<file path="src/design/disk_cmd_defines.svh">
// constants shared by the disk command engine files
`ifndef DISK_CMD_DEFINES_SVH
`define DISK_CMD_DEFINES_SVH
// function codes
`define FN_WRITE       3'h2
`define FN_STATUS      3'h5
`define FN_WRITE_DEL   3'h6
`define FN_READ_ERR    3'h7
// track format request codes, octal 152 and 153
`define FMT_SINGLE     12'h006A
`define FMT_DOUBLE     12'h006B
`define FMT_SECTORS    5'h1A
`define FMT_LAST_IDX   5'h19
// error/status bit positions
`define ES_CRC         0
`define ES_PARITY      1
`define ES_INIT_DONE   2
`define ES_DEN_ERR     4
`define ES_DEN         5
`define ES_DELETED     6
`define ES_READY       7
// error codes
`define ERR_NONE       8'h00
// restart targets
`define RESTART_SECTOR 5'h01
`define RESTART_TRACK  8'h01
`define HOME_TRACK     8'h00
// time limits
`define INDEX_WAIT_MS  250
`define CLK_MHZ        250
`define INDEX_WAIT_CYC (`INDEX_WAIT_MS * 1000 * `CLK_MHZ)
`define CNT_W          26
// led indicator bits
`define LED_RUN        8
`define LED_WAIT       1
`endif

</file>
<file path="src/design/disk_cmd_pkg.sv">
// types shared by the disk command engine files
package disk_cmd_pkg;
   typedef enum logic [3:0] {
      ST_IDLE, ST_SELFTEST, ST_RECAL, ST_BOOT, ST_STATUS, ST_DENS,
      ST_WSEC, ST_WTRK, ST_FMT_TRK, ST_FMT_SEC, ST_FMT_SEEK, ST_FMT_WRITE,
      ST_HALT, ST_DOWN
   } state_t;

   // words and flags seen by the host through the interface register
   typedef struct packed {
      logic [11:0] data;
      logic        xfer_req;
      logic        done;
      logic        error;
   } host_side_t;

   // status and answers from the drive mechanics
   typedef struct packed {
      logic        ready;
      logic        index;
      logic        density;
      logic        op_done;
      logic        deleted_seen;
      logic        crc_fault;
      logic        parity_fault;
   } drive_stat_t;
endpackage : disk_cmd_pkg

</file>
<file path="src/design/disk_cmd_engine.sv">
// command engine: status, deleted write, error read, track format, restart
//
// Chosen here: the valid-and-code command port and the word-move handshake.
`timescale 1ns/100ps
`include "disk_cmd_defines.svh"
module disk_cmd_engine
(
   // clock and reset
   input  wire logic                      clock_in,
   input  wire logic                      reset_in,
   // power and straps
   input  wire logic                      power_ok_in,
   input  wire logic                      mode2_in,
   input  wire logic                      irq_enable_in,
   // host command side
   input  wire logic                      cmd_valid_in,
   input  wire logic [2:0]                cmd_code_in,
   input  wire logic                      cmd_density_in,
   input  wire logic                      cmd_unit_in,
   input  wire logic                      move_data_word_in,
   input  wire logic [11:0]               host_word_in,
   input  wire logic                      skip_on_xfer_request_in,
   input  wire logic                      skip_on_done_in,
   // drive and self-test side
   input  wire disk_cmd_pkg::drive_stat_t drive_in,
   input  wire logic                      test_done_in,
   input  wire logic                      test_fail_in,
   input  wire logic [3:0]                test_code_in,
   // host outputs
   output disk_cmd_pkg::host_side_t       host_out,
   output logic                           irq_out,
   // drive outputs
   output logic                           head_load_out,
   output logic                           seek_out,
   output logic [7:0]                     track_out,
   output logic [4:0]                     sector_out,
   output logic                           write_out,
   output logic                           write_deleted_out,
   output logic                           read_out,
   output logic                           format_double_out,
   output logic                           test_start_out,
   output logic [8:0]                     led_out
);
   typedef struct packed {
      disk_cmd_pkg::state_t st;
      disk_cmd_pkg::host_side_t h;
      logic [7:0]  es;
      logic [7:0]  err;
      logic [1:0]  step;
      logic [`CNT_W-1:0] cnt;
      logic        saw_index;
      logic        cmd_den;
      logic [4:0]  idx;
      logic [7:0]  track;
      logic [4:0]  sector;
      logic        head;
      logic        seek;
      logic        wr;
      logic        wr_del;
      logic        wr_dm;
      logic        rd;
      logic        dbl;
      logic        tstart;
      logic        irq;
      logic [8:0]  led;
      logic        done_prev;
   } state_all_t;

   state_all_t s_r;
   state_all_t s_nxt;
   logic [7:0] mem_rd;
   logic       mem_we;

   // one word moved into the register counts once per move
   function automatic logic took_word(input logic mv, input logic req);
      took_word = mv & ~req;
   endfunction : took_word

   sector_order_mem u_mem
   (
      .clock_in    (clock_in),
      .wr_en_in    (mem_we),
      .wr_idx_in   (s_r.idx),
      .wr_data_in  (host_word_in[7:0]),
      .rd_idx_in   (s_r.idx),
      .rd_data_out (mem_rd)
   );

   // low eight bits of each sector word are stored exactly as delivered
   assign mem_we = (s_r.st == disk_cmd_pkg::ST_FMT_SEC)
                   && took_word(move_data_word_in, s_r.h.xfer_req);

   // next state of the whole engine
   always_comb
   begin
      s_nxt = s_r;
      s_nxt.irq = 1'b0;
      s_nxt.tstart = 1'b0;
      s_nxt.done_prev = s_r.h.done;
      if (skip_on_xfer_request_in)
      begin
         s_nxt.h.xfer_req = 1'b0;
      end
      case (s_r.st)
         disk_cmd_pkg::ST_IDLE:
         begin
            s_nxt.led[`LED_WAIT] = 1'b1;
            if (cmd_valid_in)
            begin
               s_nxt.h.done = 1'b0;
               s_nxt.led[`LED_WAIT] = 1'b0;
               s_nxt.cmd_den = cmd_density_in;
               s_nxt.cnt = '0;
               s_nxt.saw_index = 1'b0;
               case (cmd_code_in)
                  `FN_STATUS:
                  begin
                     s_nxt.es[`ES_INIT_DONE] = 1'b0;
                     s_nxt.st = disk_cmd_pkg::ST_STATUS;
                  end
                  `FN_READ_ERR:
                  begin
                     s_nxt.h.data = {4'h0, s_r.err};
                     s_nxt.h.done = 1'b1;
                  end
                  `FN_WRITE, `FN_WRITE_DEL:
                  begin
                     s_nxt.es = '0;
                     s_nxt.h.xfer_req = 1'b1;
                     s_nxt.wr_del = (cmd_code_in == `FN_WRITE_DEL);
                     s_nxt.st = disk_cmd_pkg::ST_WSEC;
                  end
                  default:
                  begin
                     s_nxt.h.data = {4'h0, s_r.es};
                     s_nxt.h.done = 1'b1;
                  end
               endcase
            end
         end
         // ready needs two index edges within the speed window
         disk_cmd_pkg::ST_STATUS:
         begin
            s_nxt.cnt = s_r.cnt + 1'b1;
            if (drive_in.index && drive_in.ready)
            begin
               s_nxt.saw_index = 1'b1;
            end
            if (s_r.saw_index && drive_in.index && drive_in.ready && s_r.cnt != '0)
            begin
               s_nxt.es[`ES_READY] = 1'b1;
               s_nxt.st = mode2_in ? disk_cmd_pkg::ST_DENS : disk_cmd_pkg::ST_IDLE;
            end
            else if (!drive_in.ready || s_r.cnt == `CNT_W'(`INDEX_WAIT_CYC))
            begin
               s_nxt.es[`ES_READY] = 1'b0;
               s_nxt.st = disk_cmd_pkg::ST_IDLE;
            end
            if (s_nxt.st == disk_cmd_pkg::ST_IDLE)
            begin
               // deleted, parity and crc bits untouched here
               s_nxt.h.data = {4'h0, s_nxt.es};
               s_nxt.h.done = 1'b1;
            end
         end
         // load head where it is and read the sector now addressed
         disk_cmd_pkg::ST_DENS:
         begin
            s_nxt.head = 1'b1;
            s_nxt.rd = 1'b1;
            if (drive_in.op_done)
            begin
               s_nxt.rd = 1'b0;
               s_nxt.head = 1'b0;
               s_nxt.es[`ES_DEN] = drive_in.density;
               if (drive_in.density != s_r.cmd_den)
               begin
                  s_nxt.es[`ES_DEN_ERR] = 1'b1;
               end
               s_nxt.h.data = {4'h0, s_nxt.es};
               s_nxt.h.done = 1'b1;
               s_nxt.st = disk_cmd_pkg::ST_IDLE;
            end
         end
         // sector then track address, or divert to format
         disk_cmd_pkg::ST_WSEC:
         begin
            if (took_word(move_data_word_in, s_r.h.xfer_req))
            begin
               s_nxt.h.xfer_req = 1'b1;
               if (host_word_in == `FMT_SINGLE || host_word_in == `FMT_DOUBLE)
               begin
                  s_nxt.dbl = (host_word_in == `FMT_DOUBLE);
                  s_nxt.st = disk_cmd_pkg::ST_FMT_TRK;
               end
               else
               begin
                  s_nxt.sector = host_word_in[4:0];
                  s_nxt.st = disk_cmd_pkg::ST_WTRK;
               end
            end
         end
         // ordinary or deleted-mark sector write
         disk_cmd_pkg::ST_WTRK:
         begin
            if (!s_r.wr && took_word(move_data_word_in, s_r.h.xfer_req))
            begin
               s_nxt.track = host_word_in[7:0];
               s_nxt.wr = 1'b1;
               s_nxt.wr_dm = s_r.wr_del; // own flop keeps the pin glitch free
               s_nxt.head = 1'b1;
            end
            else if (s_r.wr && drive_in.op_done)
            begin
               s_nxt.wr = 1'b0;
               s_nxt.head = 1'b0;
               s_nxt.es[`ES_DELETED] = s_r.wr_del;
               s_nxt.wr_dm = 1'b0;
               s_nxt.h.data = {4'h0, s_nxt.es};
               s_nxt.h.done = 1'b1;
               s_nxt.st = disk_cmd_pkg::ST_IDLE;
            end
         end
         disk_cmd_pkg::ST_FMT_TRK:
         begin
            if (took_word(move_data_word_in, s_r.h.xfer_req))
            begin
               s_nxt.track = host_word_in[7:0];
               s_nxt.idx = '0;
               s_nxt.h.xfer_req = 1'b1;
               s_nxt.st = disk_cmd_pkg::ST_FMT_SEC;
            end
         end
         // no range or uniqueness check on sector words
         disk_cmd_pkg::ST_FMT_SEC:
         begin
            if (took_word(move_data_word_in, s_r.h.xfer_req))
            begin
               if (s_r.idx == `FMT_LAST_IDX)
               begin
                  s_nxt.idx = '0;
                  s_nxt.seek = 1'b1;
                  s_nxt.head = 1'b1;
                  s_nxt.st = disk_cmd_pkg::ST_FMT_SEEK;
               end
               else
               begin
                  s_nxt.idx = s_r.idx + 1'b1;
                  s_nxt.h.xfer_req = 1'b1;
               end
            end
         end
         // seek, then wait for index before writing
         disk_cmd_pkg::ST_FMT_SEEK:
         begin
            if (drive_in.op_done)
            begin
               s_nxt.seek = 1'b0;
            end
            if (!s_r.seek && drive_in.index)
            begin
               s_nxt.wr = 1'b1;
               s_nxt.st = disk_cmd_pkg::ST_FMT_WRITE;
            end
         end
         // each header done steps to next stored sector
         disk_cmd_pkg::ST_FMT_WRITE:
         begin
            s_nxt.sector = mem_rd[4:0];
            if (drive_in.op_done)
            begin
               if (s_r.idx == `FMT_LAST_IDX)
               begin
                  s_nxt.wr = 1'b0;
                  s_nxt.head = 1'b0;
                  s_nxt.h.data = {4'h0, s_r.es};
                  s_nxt.h.done = 1'b1;
                  s_nxt.st = disk_cmd_pkg::ST_IDLE;
               end
               else
               begin
                  s_nxt.idx = s_r.idx + 1'b1;
               end
            end
         end
         // self-tests with the failure code shown first
         disk_cmd_pkg::ST_SELFTEST:
         begin
            s_nxt.led[7:4] = test_code_in;
            if (s_r.step == 2'd0)
            begin
               s_nxt.tstart = 1'b1;
               s_nxt.step = 2'd1;
            end
            else if (test_fail_in)
            begin
               s_nxt.led = '0;
               s_nxt.led[7:4] = test_code_in;
               s_nxt.led[`LED_WAIT] = 1'b1;
               s_nxt.st = disk_cmd_pkg::ST_HALT;
            end
            else if (test_done_in)
            begin
               s_nxt.seek = 1'b1;
               s_nxt.track = `HOME_TRACK;
               s_nxt.st = disk_cmd_pkg::ST_RECAL;
            end
         end
         disk_cmd_pkg::ST_RECAL:
         begin
            if (drive_in.op_done)
            begin
               s_nxt.seek = 1'b0;
               s_nxt.es = '0;
               s_nxt.err = `ERR_NONE;
               if (drive_in.ready)
               begin
                  s_nxt.track = `RESTART_TRACK;
                  s_nxt.sector = `RESTART_SECTOR;
                  s_nxt.rd = 1'b1;
                  s_nxt.head = 1'b1;
               end
               s_nxt.st = disk_cmd_pkg::ST_BOOT;
            end
         end
         disk_cmd_pkg::ST_BOOT:
         begin
            if (!s_r.rd || drive_in.op_done)
            begin
               s_nxt.rd = 1'b0;
               s_nxt.head = 1'b0;
               s_nxt.es[`ES_INIT_DONE] = 1'b1;
               s_nxt.es[`ES_READY] = drive_in.ready;
               s_nxt.es[`ES_DEN] = mode2_in ? drive_in.density : 1'b0;
               s_nxt.h.data = {4'h0, s_nxt.es};
               s_nxt.h.done = 1'b1;
               s_nxt.st = disk_cmd_pkg::ST_IDLE;
            end
         end
         // a fault stops everything until reset or a power loss
         disk_cmd_pkg::ST_HALT:
         begin
            s_nxt.h.xfer_req = 1'b0;
         end
         disk_cmd_pkg::ST_DOWN:
         begin
            if (power_ok_in)
            begin
               s_nxt.step = 2'd0;
               s_nxt.st = disk_cmd_pkg::ST_SELFTEST;
            end
         end
         default:
         begin
            s_nxt.st = disk_cmd_pkg::ST_IDLE;
         end
      endcase
      // drive reports of deleted mark and faults during reads
      if (s_r.rd && drive_in.op_done)
      begin
         s_nxt.es[`ES_DELETED] = s_nxt.es[`ES_DELETED] | drive_in.deleted_seen;
         s_nxt.es[`ES_CRC] = s_nxt.es[`ES_CRC] | drive_in.crc_fault;
         s_nxt.es[`ES_PARITY] = s_nxt.es[`ES_PARITY] | drive_in.parity_fault;
      end
      // done rising raises the interrupt when enabled
      // a code answered at once may find done already high; it still interrupts
      if (s_nxt.h.done && irq_enable_in
          && (!s_r.h.done || (s_r.st == disk_cmd_pkg::ST_IDLE && cmd_valid_in)))
      begin
         s_nxt.irq = 1'b1;
      end
      s_nxt.led[`LED_RUN] = (s_nxt.st != disk_cmd_pkg::ST_HALT);
      // power loss abandons all work and unloads head
      if (!power_ok_in)
      begin
         s_nxt.st = disk_cmd_pkg::ST_DOWN;
         s_nxt.head = 1'b0;
         s_nxt.seek = 1'b0;
         s_nxt.wr = 1'b0;
         s_nxt.wr_dm = 1'b0;
         s_nxt.rd = 1'b0;
         s_nxt.h.done = 1'b0;
         s_nxt.h.xfer_req = 1'b0;
         s_nxt.irq = 1'b0;
      end
   end

   // reset starts the self-tests; they cannot be skipped
   always_ff @(posedge clock_in)
   begin
      if (reset_in)
      begin
         s_r <= '0;
         s_r.st <= disk_cmd_pkg::ST_SELFTEST;
      end
      else
      begin
         s_r <= s_nxt;
      end
   end

   assign host_out = s_r.h;
   assign irq_out = s_r.irq;
   assign head_load_out = s_r.head;
   assign seek_out = s_r.seek;
   assign track_out = s_r.track;
   assign sector_out = s_r.sector;
   assign write_out = s_r.wr;
   assign write_deleted_out = s_r.wr_dm;
   assign read_out = s_r.rd;
   assign format_double_out = s_r.dbl;
   assign test_start_out = s_r.tstart;
   assign led_out = s_r.led;

   // status code clears init-done one cycle later
   a_status_init_clr: assert property (@(posedge clock_in) disable iff (reset_in)
      (s_r.st == disk_cmd_pkg::ST_IDLE && cmd_valid_in && cmd_code_in == `FN_STATUS
       && power_ok_in) |=> !s_r.es[`ES_INIT_DONE])
      else $error("init-done not cleared by status");
   a_err_code_out: assert property (@(posedge clock_in) disable iff (reset_in)
      (s_r.st == disk_cmd_pkg::ST_IDLE && cmd_valid_in && cmd_code_in == `FN_READ_ERR
       && power_ok_in) |=> (host_out.done && host_out.data[7:0] == $past(s_r.err)))
      else $error("error code not delivered");
   a_power_unload: assert property (@(posedge clock_in) disable iff (reset_in)
      !power_ok_in |=> (!head_load_out && !write_out && !host_out.done))
      else $error("head still loaded after power loss");
   a_status_keeps_bits: assert property (@(posedge clock_in) disable iff (reset_in)
      (s_r.st == disk_cmd_pkg::ST_STATUS && !s_r.rd) |=>
      (s_r.es[`ES_CRC] == $past(s_r.es[`ES_CRC])
       && s_r.es[`ES_PARITY] == $past(s_r.es[`ES_PARITY])))
      else $error("status changed fault bits");
   a_fmt_no_req: assert property (@(posedge clock_in) disable iff (reset_in)
      (s_r.st == disk_cmd_pkg::ST_FMT_SEEK) |-> !host_out.xfer_req)
      else $error("request raised after last sector");
   a_halt_leds: assert property (@(posedge clock_in) disable iff (reset_in)
      (s_r.st == disk_cmd_pkg::ST_HALT) |-> (!led_out[`LED_RUN] && led_out[`LED_WAIT]
       && !led_out[0] && !led_out[2] && !led_out[3]))
      else $error("halt led pattern wrong");
   a_skip_clears: assert property (@(posedge clock_in) disable iff (reset_in)
      skip_on_xfer_request_in |=> !host_out.xfer_req || $past(move_data_word_in))
      else $error("skip did not clear request");
   a_done_irq: assert property (@(posedge clock_in) disable iff (reset_in)
      (power_ok_in && irq_enable_in && !s_r.h.done && s_nxt.h.done) |=> irq_out)
      else $error("done without interrupt");
endmodule : disk_cmd_engine

</file>
<file path="src/design/sector_order_mem.sv">
// small memory that keeps the sector numbers of a track in delivery order
`timescale 1ns/100ps
`include "disk_cmd_defines.svh"
module sector_order_mem
(
   // clock
   input  wire logic       clock_in,
   // write side
   input  wire logic       wr_en_in,
   input  wire logic [4:0] wr_idx_in,
   input  wire logic [7:0] wr_data_in,
   // read side
   input  wire logic [4:0] rd_idx_in,
   output logic      [7:0] rd_data_out
);
   logic [7:0] mem_r [0:31];

   // read data registered one cycle after the index
   always_ff @(posedge clock_in)
   begin
      if (wr_en_in)
      begin
         mem_r[wr_idx_in] <= wr_data_in;
      end
      rd_data_out <= mem_r[rd_idx_in];
   end
endmodule : sector_order_mem

</file>
<file path="config.mk">
export PLATFORM = sky130hd
export DESIGN_NAME = disk_cmd_engine
export DESIGN_NICKNAME = d
export VERILOG_FILES = /design/src/design/disk_cmd_pkg.sv /design/src/design/disk_cmd_engine.sv /design/src/design/sector_order_mem.sv
export VERILOG_INCLUDE_DIRS = /design/src /design/src/design
export SDC_FILE = /design/constraint.sdc
export NUM_CORES = 1
export LEC_CHECK = 0
export BUFFER_PORTS_ARGS = -buffer_cell sky130_fd_sc_hd__buf_2
export CAP_MARGIN = 20
export CORE_UTILIZATION = 30
export CTS_BUF_LIST = sky130_fd_sc_hd__clkbuf_2
export CTS_CLUSTER_SIZE = 30
export DETAILED_ROUTE_END_ITERATION = 8
export PLACE_DENSITY = 0.57
export SLEW_MARGIN = 10
export SYNTH_ARGS = -nofsm -noshare
export SYNTH_HDL_FRONTEND = slang
export SYNTH_SLANG_ARGS = --single-unit
</file>
<file path="constraint.sdc">
create_clock -name clock_in -period 3.9 [get_ports clock_in]
set_input_delay 0 -clock clock_in [delete_from_list [all_inputs] [get_ports clock_in]]
set_output_delay 0 -clock clock_in [all_outputs]
set_load 0.02 [all_outputs]
</file>
==> results of run 1 <==
metrics by stage:
step | worst slack (ns) | cells | power (uW) | utilization, % | instance area [sq um]
4_1_cts | 0.186 | 1664 | 5110 | 36.7 | 13600
3_3_place_gp | 0.953 | 1463 | 3340 | 32.7 | 12100
6_report | 0.236 | 1664 | 5050 | 36.7 | 13600
3_5_place_dp | 0.889 | 1463 | 3340 | 32.7 | 12100
5_1_grt | 0.0987 | 1664 | 5290 | 36.7 | 13600
2_1_floorplan | 1.03 | 949 | 3210 | - | 11400
worst max path at each step:
stage                         from           end  cells after the start
after floorplan            s_r[33]   host_out[7]                     12
after global placement     s_r[98]       s_r[47]                      7
after detailed placement   s_r[98]       s_r[47]                      7
after CTS                  s_r[98]  track_out[7]                      8
after global routing       s_r[98]  track_out[7]                      8
final                     s_r[100]       s_r[15]                      8
Yosys cell counts (all sizes together), types with 10 or more instances:
cell	number
a21oi	46
nor2b	13
edfxtp	160
nor3	26
nor4	11
and2	19
and3	10
clkbuf	36
nor2	101
nand2	80
dfxtp	88
buf	50
inv	14
mux2i	18
or3	11
o21ai	29
mux2	13
nand4	14
nand3	26
mux4	45
flip-flops by register name, summed over array words and instances, names as in the netlist:
| signal | cells |
|---|---|
| track_out | 8 |
| u_mem.mem_r | 160 |
| seek_out | 1 |
| irq_out | 1 |
| s_r | 46 |
| head_load_out | 1 |
| led_out | 6 |
| read_out | 1 |
| write_out | 1 |
| test_start_out | 1 |
| write_deleted_out | 1 |
| sector_out | 5 |
| format_double_out | 1 |
| host_out | 10 |
| u_mem.rd_data_out | 5 |
timing repair:
item,CTS,global route
resized for setup,0,1
hold buffers,93,0
buffers inserted,0,0
endpoints found under the hold margin,244,0
endpoints found under the setup margin,0,3
worst max-delay path, stage by stage, from the launching register on:
cell and delay (ns):
dfxtp_1 0.58, buf_4 0.30, nor4_1 0.54, and2_1 0.51, nand3b_1 0.23, mux2i_1 0.20
dlygate4sd3_1 0.56, nor2_1 0.04, dlygate4sd3_1 0.59
layer usage:
layer | share of wire [%] | track usage [%] | routed length (um)
met5 | 0 | 0 | 0
met4 | 2.6 | 5.57 | 770
met3 | 7.2 | 3.70 | 2090
met2 | 48 | 24.6 | 13900
met1 | 43 | 19.4 | 12400
logic make-up (layout without fill, tap and decap cells):
logic type,Yosys count,after routing,synth area share (%)
AOI/OAI and AO/OA,146,146,8.56
xor gates and xnor gates,6,6,0.462
adders and majority gates,6,6,0.660
buffers and inverters,101,312,4.66
DFF,248,248,57.7
muxes,76,76,11.8
other,1,8,0.0330
and+or+nand+nor,358,358,16.1
report_power, final:
part / leakage (uW) / total (uW) / internal [uW] / switching [uW]
logic: 0.00216 / 510 / 226 / 284
clock network: 0.000405 / 1680 / 617 / 1060
registers: 0.00215 / 2860 / 2820 / 38.3
total: 0.00472 / 5050 / 3660 / 1380
area by class of cell:
type                            count  area share, %
Clock buffer                       89           3.28
Clock inverter                     19          0.600
Inverter                           15          0.415
Multi-Input combinational cell    600           31.8
Sequential cell                   248           48.4
Tap cell                          504           4.65
Timing Repair Buffer              189           10.8
==> flow_summary_export.csv, run 1 <==
group,metric,value,unit
run_status,outcome,"finished clean",
cts,htree_levels,2,
grt,grt_pass1_vias,8383,
placed_design,gp_congestion,0.889,
final_layout,final_common_cell,"edfxtp_1",
sta,rsz0062_at_grt,"false",
worst_setup_path,crit_required,4.68,ns
synth,yosys_warnings,0,
sta,max_freq,0.273,GHz
cts,cts_tree,"built",
cts,cts_sinks,248,
sta,setup_tns,0,ns
placed_design,hpwl,18000,um
detailed_routing,ant_nets,0,
hold_path,min_to,"u_mem.mem_r[15][1]",
detailed_routing,drc_errors,0,
final_layout,most-common-layout-cells,"edfxtp_1 (160), nor2_1 (101), dlygate4sd3_1 (93)",
detailed_routing,routed_wl,29200,um
worst_setup_path,startpoint_type,"flip-flop",
final_layout,layout-drive-gt1-share,22.8,%
sta,relSlewSlack,44.6,%
synth,synth_area_per_cell,12.1,sq um
run,drv_cap,0,
final_layout,nFillCells,3679,
floorplan,coreArea,37000,sq um
synth,ys_types,74,
hold_path,holdCritPathClass,"in2reg",
worst_setup_path,end_kind,"flip-flop",
sta,slew_violations,0,
synth,ys.flop_type,"edfxtp_1",
grt,grt_start_max_net_pins,44,
synth,synth-edff-count,160,
detailed_routing,avgRoutedWirePerCell,17.5,um
synth,syn_area,11400,sq um
pwr,peakVddDrop,0.303,mV
sta,worst_pin_slew,0.831,ns
worst_setup_path,path_max_fanout,21,
sta,min_period,3.66,ns
detailed_routing,num_vias,8396,
sta,skew,0.0706,ns
grt,grt_overflow_total,0,
cts,clkLatencyLatePin,0.94,ns
worst_setup_path,worstSetupPathType,"reg2reg",
grt,track_usage,15.1,%
detailed_routing,first_pass_iters,7,
floorplan,dieArea,38700,sq um
floorplan,ios,84,
pwr,p_leak,0.00472,uW
floorplan,die_h,197,um
final_layout,final_nets,1159,
hold_path,min_from,"host_word_in[1]",
synth,syn-instance-count,942,
floorplan,start_util,30.8,%
final_layout,seq_area,6570,sq um
final_layout,multi_input_area,4310,sq um
synth,yosys.area.top_type,"edfxtp_1",
sta,fin_hold_ws,0.160,ns
detailed_routing,via_per_inst,5.05,
worst_setup_path,worst-r2r-setup-slack,0.24,ns
grt,grt_pass1_wl,45800,um
pwr,power_density,372,nW/um^2
sta,hold_viol_final,0,
worst_setup_path,r2r_start,"s_r[100]",
cts,path_clk_slew,0.11,ns
final_layout,n_antenna_cell,0,
worst_setup_path,cp_data_arrival_time,4.44,ns
sta,post-route-period-util,93.9,%
cts,cts_buffers,60,
grt,antenna_found_initial,0,
synth,synth-async-reset-ratio,0,%
final_layout,syn2layout_area_growth,19.2,%
synth,synth_seq_cells,248,
synth,synth_top_area_share,42.2,%
synth,synth_seq_area_share,57.7,%
worst_setup_path,reg2reg_depth,8,
sta,finalSetupViolations,0,
synth,synth_area_leaders,"edfxtp_1 (42%), dfxtp_1 (15%), mux4_2 (8.9%), nor2_1 (3.3%), nand2_1 (2.6%)",
floorplan,num_rows,70,
floorplan,fp.dieW,197,um
cts,cts-root-buf,"clkbuf_2",
hold_path,holdPathStages,2,
cts,cts_buffer_depth,3,
detailed_routing,drt-initial-drc-count,660,
worst_setup_path,worst_r2r_endpoint,"s_r[15]",
placed_design,port_buffers,73,
(Power assumes the default switching activity.)
==> run 2: changes to the inputs <==
- CTS_BUF_LIST: sky130_fd_sc_hd__clkbuf_2 -> unset
==> run 2 against run 1 <==
Compared with the run above:
- via count is 7.2% lower
- non-clock buffer count down 68
- hold slack worse by 0.15 ns
- sequential power barely moved
- highest routed layer unchanged
- sequential share of layout area grew 1.8 points
- die area unchanged
- global-route usage shrank 0.98 points
- critical path depth decreased by 2
- combinational power decreased by 13%
==> flow_summary_export.csv, run 2 (same netlist as run 1, synthesis figures left out) <==
group,metric,value,unit
pwr,pwr-share-clk,40.0,%
grt,grt_busiest_layer,"met2",
sta,post-route-period-util,86.3,%
grt,antenna_found_initial,0,
detailed_routing,via_per_inst,5.08,
final_layout,most-common-layout-cells,"edfxtp_1 (160), nor2_1 (101), dfxtp_1 (86)",
detailed_routing,drc_errors,0,
cts,path_clk_slew,0.07,ns
cts,postCtsSetupBuffers,0,
cts,cts_resized,0,
floorplan,ios,84,
final_layout,largest_register_ff_count,160,
floorplan,num_rows,70,
sta,skew,0.00876,ns
worst_setup_path,r2r_start,"s_r[98]",
worst_setup_path,cpMaxStageDelayCell,"nand2_1",
pwr,swShare,23.6,%
worst_setup_path,slowest_delay,0.64,ns
worst_setup_path,path_buf_inv,2,
pwr,p_seq_share,51.9,%
worst_setup_path,crit_chain,"buf_4, nor4_1, nand2_1, o2111ai_1, o211a_1, dlygate4sd3_1",
placed_design,hpwl,18000,um
placed_design,port_buffers,73,
cts,cts_buffers,25,
detailed_routing,ant_nets,0,
hold_path,min_to,"u_mem.mem_r[8][1]",
floorplan,coreArea,37000,sq um
placed_design,gp_congestion,0.889,
detailed_routing,avgRoutedWirePerCell,17.9,um
pwr,p_sw,1300,uW
hold_path,holdCritPathClass,"in2reg",
worst_setup_path,worst-r2r-setup-slack,0.53,ns
grt,use_met2,22.8,%
cts,holdBufCountCts,25,
final_layout,syn2layout_area_growth,15.0,%
worst_setup_path,cp_data_arrival_time,3.85,ns
sta,finalSetupViolations,0,
cts,clkLatencyLatePin,0.55,ns
floorplan,fp.dieW,197,um
final_layout,final_nets,1056,
cts,cts_buffer_depth,3,
sta,hold_viol_final,0,
sta,relSlewSlack,45.8,%
worst_setup_path,cp_top_family,"simple AND/OR/NAND/NOR gates",
grt,grt_pass1_vias,7577,
worst_setup_path,startpoint_type,"flip-flop",
sta,min_period,3.37,ns
sta,rsz0062_at_grt,"false",
cts,cts_sinks,248,
final_layout,regMostFlops,"u_mem.mem_r",
detailed_routing,num_vias,7795,
final_layout,n_antenna_cell,0,
floorplan,dieArea,38700,sq um
sta,worst_pin_slew,0.811,ns
cts,cts_tree,"built",
worst_setup_path,worst_r2r_endpoint,"irq_out",
worst_setup_path,crit_required,4.38,ns
detailed_routing,routed_wl,27500,um
pwr,power_frac_comb,8.1,%
cts,htree_levels,1,
detailed_routing,drt-initial-drc-count,637,
final_layout,final_common_cell,"edfxtp_1",
hold_path,holdPathStages,1,
sta,fin_hold_ws,0.00936,ns
pwr,peakVddDrop,0.361,mV
sta,setup_tns,0,ns
hold_path,min_from,"host_word_in[1]",
worst_setup_path,path_max_fanout,22,
worst_setup_path,end_kind,"flip-flop",
grt,grt_start_max_net_pins,44,
grt,track_usage,14.1,%
grt,grt_overflow_total,0,
floorplan,start_util,30.8,%
cts,cts-root-buf,"clkbuf_16",
floorplan,die_h,197,um
pwr,p_leak,0.00438,uW
final_layout,layout-drive-gt1-share,19.5,%
detailed_routing,first_pass_iters,6,
pwr,p_int,4210,uW
run_status,outcome,"finished clean",
final_layout,nFillCells,3668,
grt,grt_pass1_wl,43000,um
grt,grt_use_met3,2.72,%
grt,use_met1,19.4,%
pwr,power_density,421,nW/um^2
worst_setup_path,reg2reg_depth,6,
worst_setup_path,worstSetupPathType,"reg2reg",
run,drv_cap,0,
sta,slew_violations,0,
sta,max_freq,0.297,GHz
## run 2: changes by cell type in the layout (fill, tap and decap cells not counted), sizes merged
cell,before,now
clkinv,18,8
clkbuf,89,37
inv,16,15
dlygate4sd3,93,25
## run 2: metal layers
layer	vias to the layer above	part of all wire (%)
li1	3658	-
met1	3815	44
met2	270	46
met3	52	7.1
met4	0	2.5
met5	-	0
## run 2: worst register-to-register path: cells and delay by family, from the launching register on
| kind | cells | cell delay (ns) |
|---|---|---|
| flip-flops | 1 | 0.57 |
| buffers and inverters | 2 | 0.88 |
| AND/OR/NAND/NOR | 2 | 1.22 |
| AO/OA/AOI/OAI | 2 | 0.64 |
## run 2: power by group through the flow
stage	Combinational, uW	Clock, uW	Sequential [uW]
2_1_floorplan	311	0	2900
3_3_place_gp	424	0	2920
3_5_place_dp	426	0	2920
4_1_cts	446	2260	2860
5_1_grt	484	2360	2870
6_report	444	2210	2860
## run 2: layout make-up
| type | count | area, sq um | share of cell area (%) |
|---|---|---|---|
| Timing Repair Buffer | 121 | 788 | 6.03 |
| Clock buffer | 37 | 681 | 5.20 |
| Inverter | 15 | 56.3 | 0.430 |
| Clock inverter | 8 | 48.8 | 0.373 |
| Tap cell | 504 | 631 | 4.82 |
| Multi-Input combinational cell | 600 | 4310 | 32.9 |
| Sequential cell | 248 | 6570 | 50.2 |
## run 2: worst max path at each step
stage                  from     endpoint  slack [ns]  cells past startpoint
CTS                 s_r[98]      irq_out        0.55                      6
global route        s_r[98]      irq_out        0.37                      6
global placement    s_r[98]      s_r[47]        0.95                      7
detailed placement  s_r[98]      s_r[47]        0.89                      7
floorplan           s_r[33]  host_out[7]        1.03                     12
finish              s_r[98]      irq_out        0.53                      6
## run 2: per-stage QoR
step | setup slack [ns] | util, % | instance area (sq um) | total power [uW] | std cells
final | 0.534 | 35.4 | 13100 | 5510 | 1533
after global routing | 0.371 | 35.4 | 13100 | 5710 | 1533
after CTS | 0.553 | 35.4 | 13100 | 5570 | 1533
after detailed placement | 0.889 | 32.7 | 12100 | 3340 | 1463
after global placement | 0.953 | 32.7 | 12100 | 3340 | 1463
after floorplan | 1.03 | - | 11400 | 3210 | 949
==> run 3: changes to the inputs <==
- CORE_MARGIN: unset -> 1
- PLACE_DENSITY: 0.57 -> 0.48
- SETUP_SLACK_MARGIN: unset -> 0.3
==> run 3 against run 2 <==
Compared with the run above:
- non-clock buffer count grew 5
- global-route usage grew 1.8 points
- clock skew grew 0.0064 ns
- flip-flop and latch count is the same
- setup slack gained 0.20 ns
- critical path depth grew 2
- cell count grew 0.78%
- core utilization grew 0.46 points
- first-iteration DRC count grew 13%
- clock power grew 12%
- sequential share of layout area shrank 0.65 points
- count of clock-buffer cells in the layout grew 5
==> flow_summary_export.csv, run 3 (same netlist as run 1, synthesis figures left out) <==
group,metric,value,unit
worst_setup_path,worstSetupPathType,"reg2reg",
pwr,peakVddDrop,0.331,mV
cts,postCtsSetupBuffers,0,
pwr,total_power,5810,uW
floorplan,num_rows,70,
floorplan,start_util,30.8,%
hold_path,holdCritPathClass,"in2reg",
pwr,pwr-share-clk,42.8,%
floorplan,fp.dieW,197,um
worst_setup_path,crit_chain,"buf_4, nor4_1, buf_4, and2_1, nand3b_1, mux2i_1, dlygate4sd3_1, nor2_1",
cts,cts_buffer_depth,3,
detailed_routing,num_vias,7841,
final_layout,nFillCells,3700,
worst_setup_path,worst-r2r-setup-slack,0.74,ns
final_layout,final_nets,1064,
run_status,outcome,"finished clean",
cts,cts_resized,0,
cts,cts-root-buf,"clkbuf_16",
worst_setup_path,reg2reg_depth,8,
grt,grt_overflow_total,0,
pwr,power_frac_comb,8.0,%
final_layout,most-common-layout-cells,"edfxtp_1 (160), nor2_1 (101), dfxtp_1 (86)",
worst_setup_path,worst_r2r_endpoint,"s_r[15]",
placed_design,postPlaceCellArea,12100,sq um
detailed_routing,avgRoutedWirePerCell,19.8,um
final_layout,utilization,35.9,%
worst_setup_path,crit_required,4.30,ns
detailed_routing,drc_errors,0,
detailed_routing,routed_wl,30600,um
final_layout,syn2layout_area_growth,16.5,%
detailed_routing,drt-initial-drc-count,718,
final_layout,layout-drive-gt1-share,20.7,%
grt,grt_start_max_net_pins,44,
worst_setup_path,slowest_delay,0.57,ns
worst_setup_path,startpoint_type,"flip-flop",
worst_setup_path,crit_path_frequent_cell,"buf_4",
sta,slew_violations,0,
detailed_routing,ant_nets,0,
placed_design,gp_congestion,0.904,
final_layout,final_common_cell,"edfxtp_1",
final_layout,regMostFlops,"u_mem.mem_r",
worst_setup_path,cp-endpoint,"s_r[15]",
floorplan,dieArea,38700,sq um
hold_path,min_from,"host_word_in[3]",
worst_setup_path,crit_start,"s_r[99]",
floorplan,ios,84,
worst_setup_path,cp_data_arrival_time,3.57,ns
sta,max_freq,0.316,GHz
detailed_routing,via_per_inst,5.08,
sta,fin_hold_ws,0.00815,ns
sta,relSlewSlack,40.4,%
sta,finalSetupViolations,0,
final_layout,multi_input_area,4310,sq um
sta,worst_pin_slew,0.894,ns
grt,grt_pass1_wl,47300,um
pwr,power_density,438,nW/um^2
placed_design,hpwl,20300,um
worst_setup_path,path_max_fanout,21,
detailed_routing,first_pass_iters,5,
cts,clkLatencyLatePin,0.56,ns
cts,cts_tree,"built",
pwr,p_seq_share,49.2,%
floorplan,coreArea,37000,sq um
worst_setup_path,cpMaxStageDelayCell,"dfxtp_1",
pwr,swShare,23.8,%
cts,cts_buffers,28,
sta,post-route-period-util,81.1,%
grt,grt_pass1_vias,7635,
sta,skew,0.0151,ns
pwr,p_int,4420,uW
final_layout,n_antenna_cell,0,
cts,holdBufCountCts,25,
grt,track_usage,15.9,%
final_layout,fin_area,13300,sq um
cts,htree_levels,1,
pwr,p_sw,1380,uW
final_layout,seq_area,6570,sq um
worst_setup_path,r2r_start,"s_r[99]",
worst_setup_path,end_kind,"flip-flop",
final_layout,largest_register_ff_count,160,
sta,hold_viol_final,0,
cts,cts_sinks,248,
sta,rsz0062_at_grt,"false",
floorplan,die_h,197,um
grt,antenna_found_initial,0,
cts,path_clk_slew,0.07,ns
run,drv_cap,0,
placed_design,port_buffers,73,
sta,setup_tns,0,ns
sta,min_period,3.16,ns
pwr,p_leak,0.00446,uW
==> run 3: cell count changes in the layout (fill, tap and decap cells not counted) <==
cell,change
clkbuf_1,-2
inv_16,-1
clkinv_8,+1
clkbuf_16,+3
clkbuf_8,+4
buf_4,+5
clkinvlp_4,+2
==> run 3: worst min-delay path by stage <==
| stage | endpoint | slack, ns | cells after the start |
|---|---|---|---|
| 2_1_floorplan | u_mem.mem_r[0][0] | 0.1 | 0 |
| 3_3_place_gp | led_out[4] | 0.25 | 3 |
| 3_5_place_dp | led_out[7] | 0.25 | 3 |
| 4_1_cts | s_r[76] | 0.009 | 3 |
| 5_1_grt | u_mem.mem_r[12][3] | 0.02 | 2 |
| 6_report | u_mem.mem_r[11][3] | 0.008 | 2 |
==> run 3: area by class of cell <==
| cell class | instances | area share, % |
|---|---|---|
| sequential | 248 | 49.6 |
| clock buffer | 42 | 6.06 |
| inverter | 15 | 0.425 |
| clock inverter | 10 | 0.453 |
| tap | 504 | 4.76 |
| timing repair buffer | 126 | 6.23 |
| multi-input combinational | 600 | 32.5 |
==> run 3: routing by layer <==
| layer | track usage, % | wire (um) | up-vias |
|---|---|---|---|
| met5 | 0 | 0 | - |
| met4 | 5.02 | 850 | 0 |
| met3 | 2.00 | 1600 | 48 |
| met2 | 25.2 | 14200 | 244 |
| met1 | 22.6 | 14000 | 3878 |
| li1 | - | - | 3671 |
==> run 3: stage by stage <==
| step | setup slack (ns) | cells |
|---|---|---|
| 5_1_grt | 0.591 | 1545 |
| 3_3_place_gp | 0.994 | 1468 |
| 2_1_floorplan | 1.03 | 949 |
| 6_report | 0.737 | 1545 |
| 3_5_place_dp | 0.957 | 1468 |
| 4_1_cts | 0.741 | 1545 |
==> run 3: power groups by stage <==
stage               registers [uW]  logic, uW  clock network [uW]
floorplan                     2900        311                   0
global placement              2910        448                   0
detailed placement            2910        449                   0
CTS                           2860        467                2550
global route                  2860        504                2650
finish                        2860        464                2480
==> run 3: worst max-delay path: cells and delay by family, from the launching register on <==
family	cells	cell delay [ns]
multiplexers	1	0.21
AND/OR/NAND/NOR	4	1.12
buffers and inverters	3	1.10
flip-flops	1	0.57
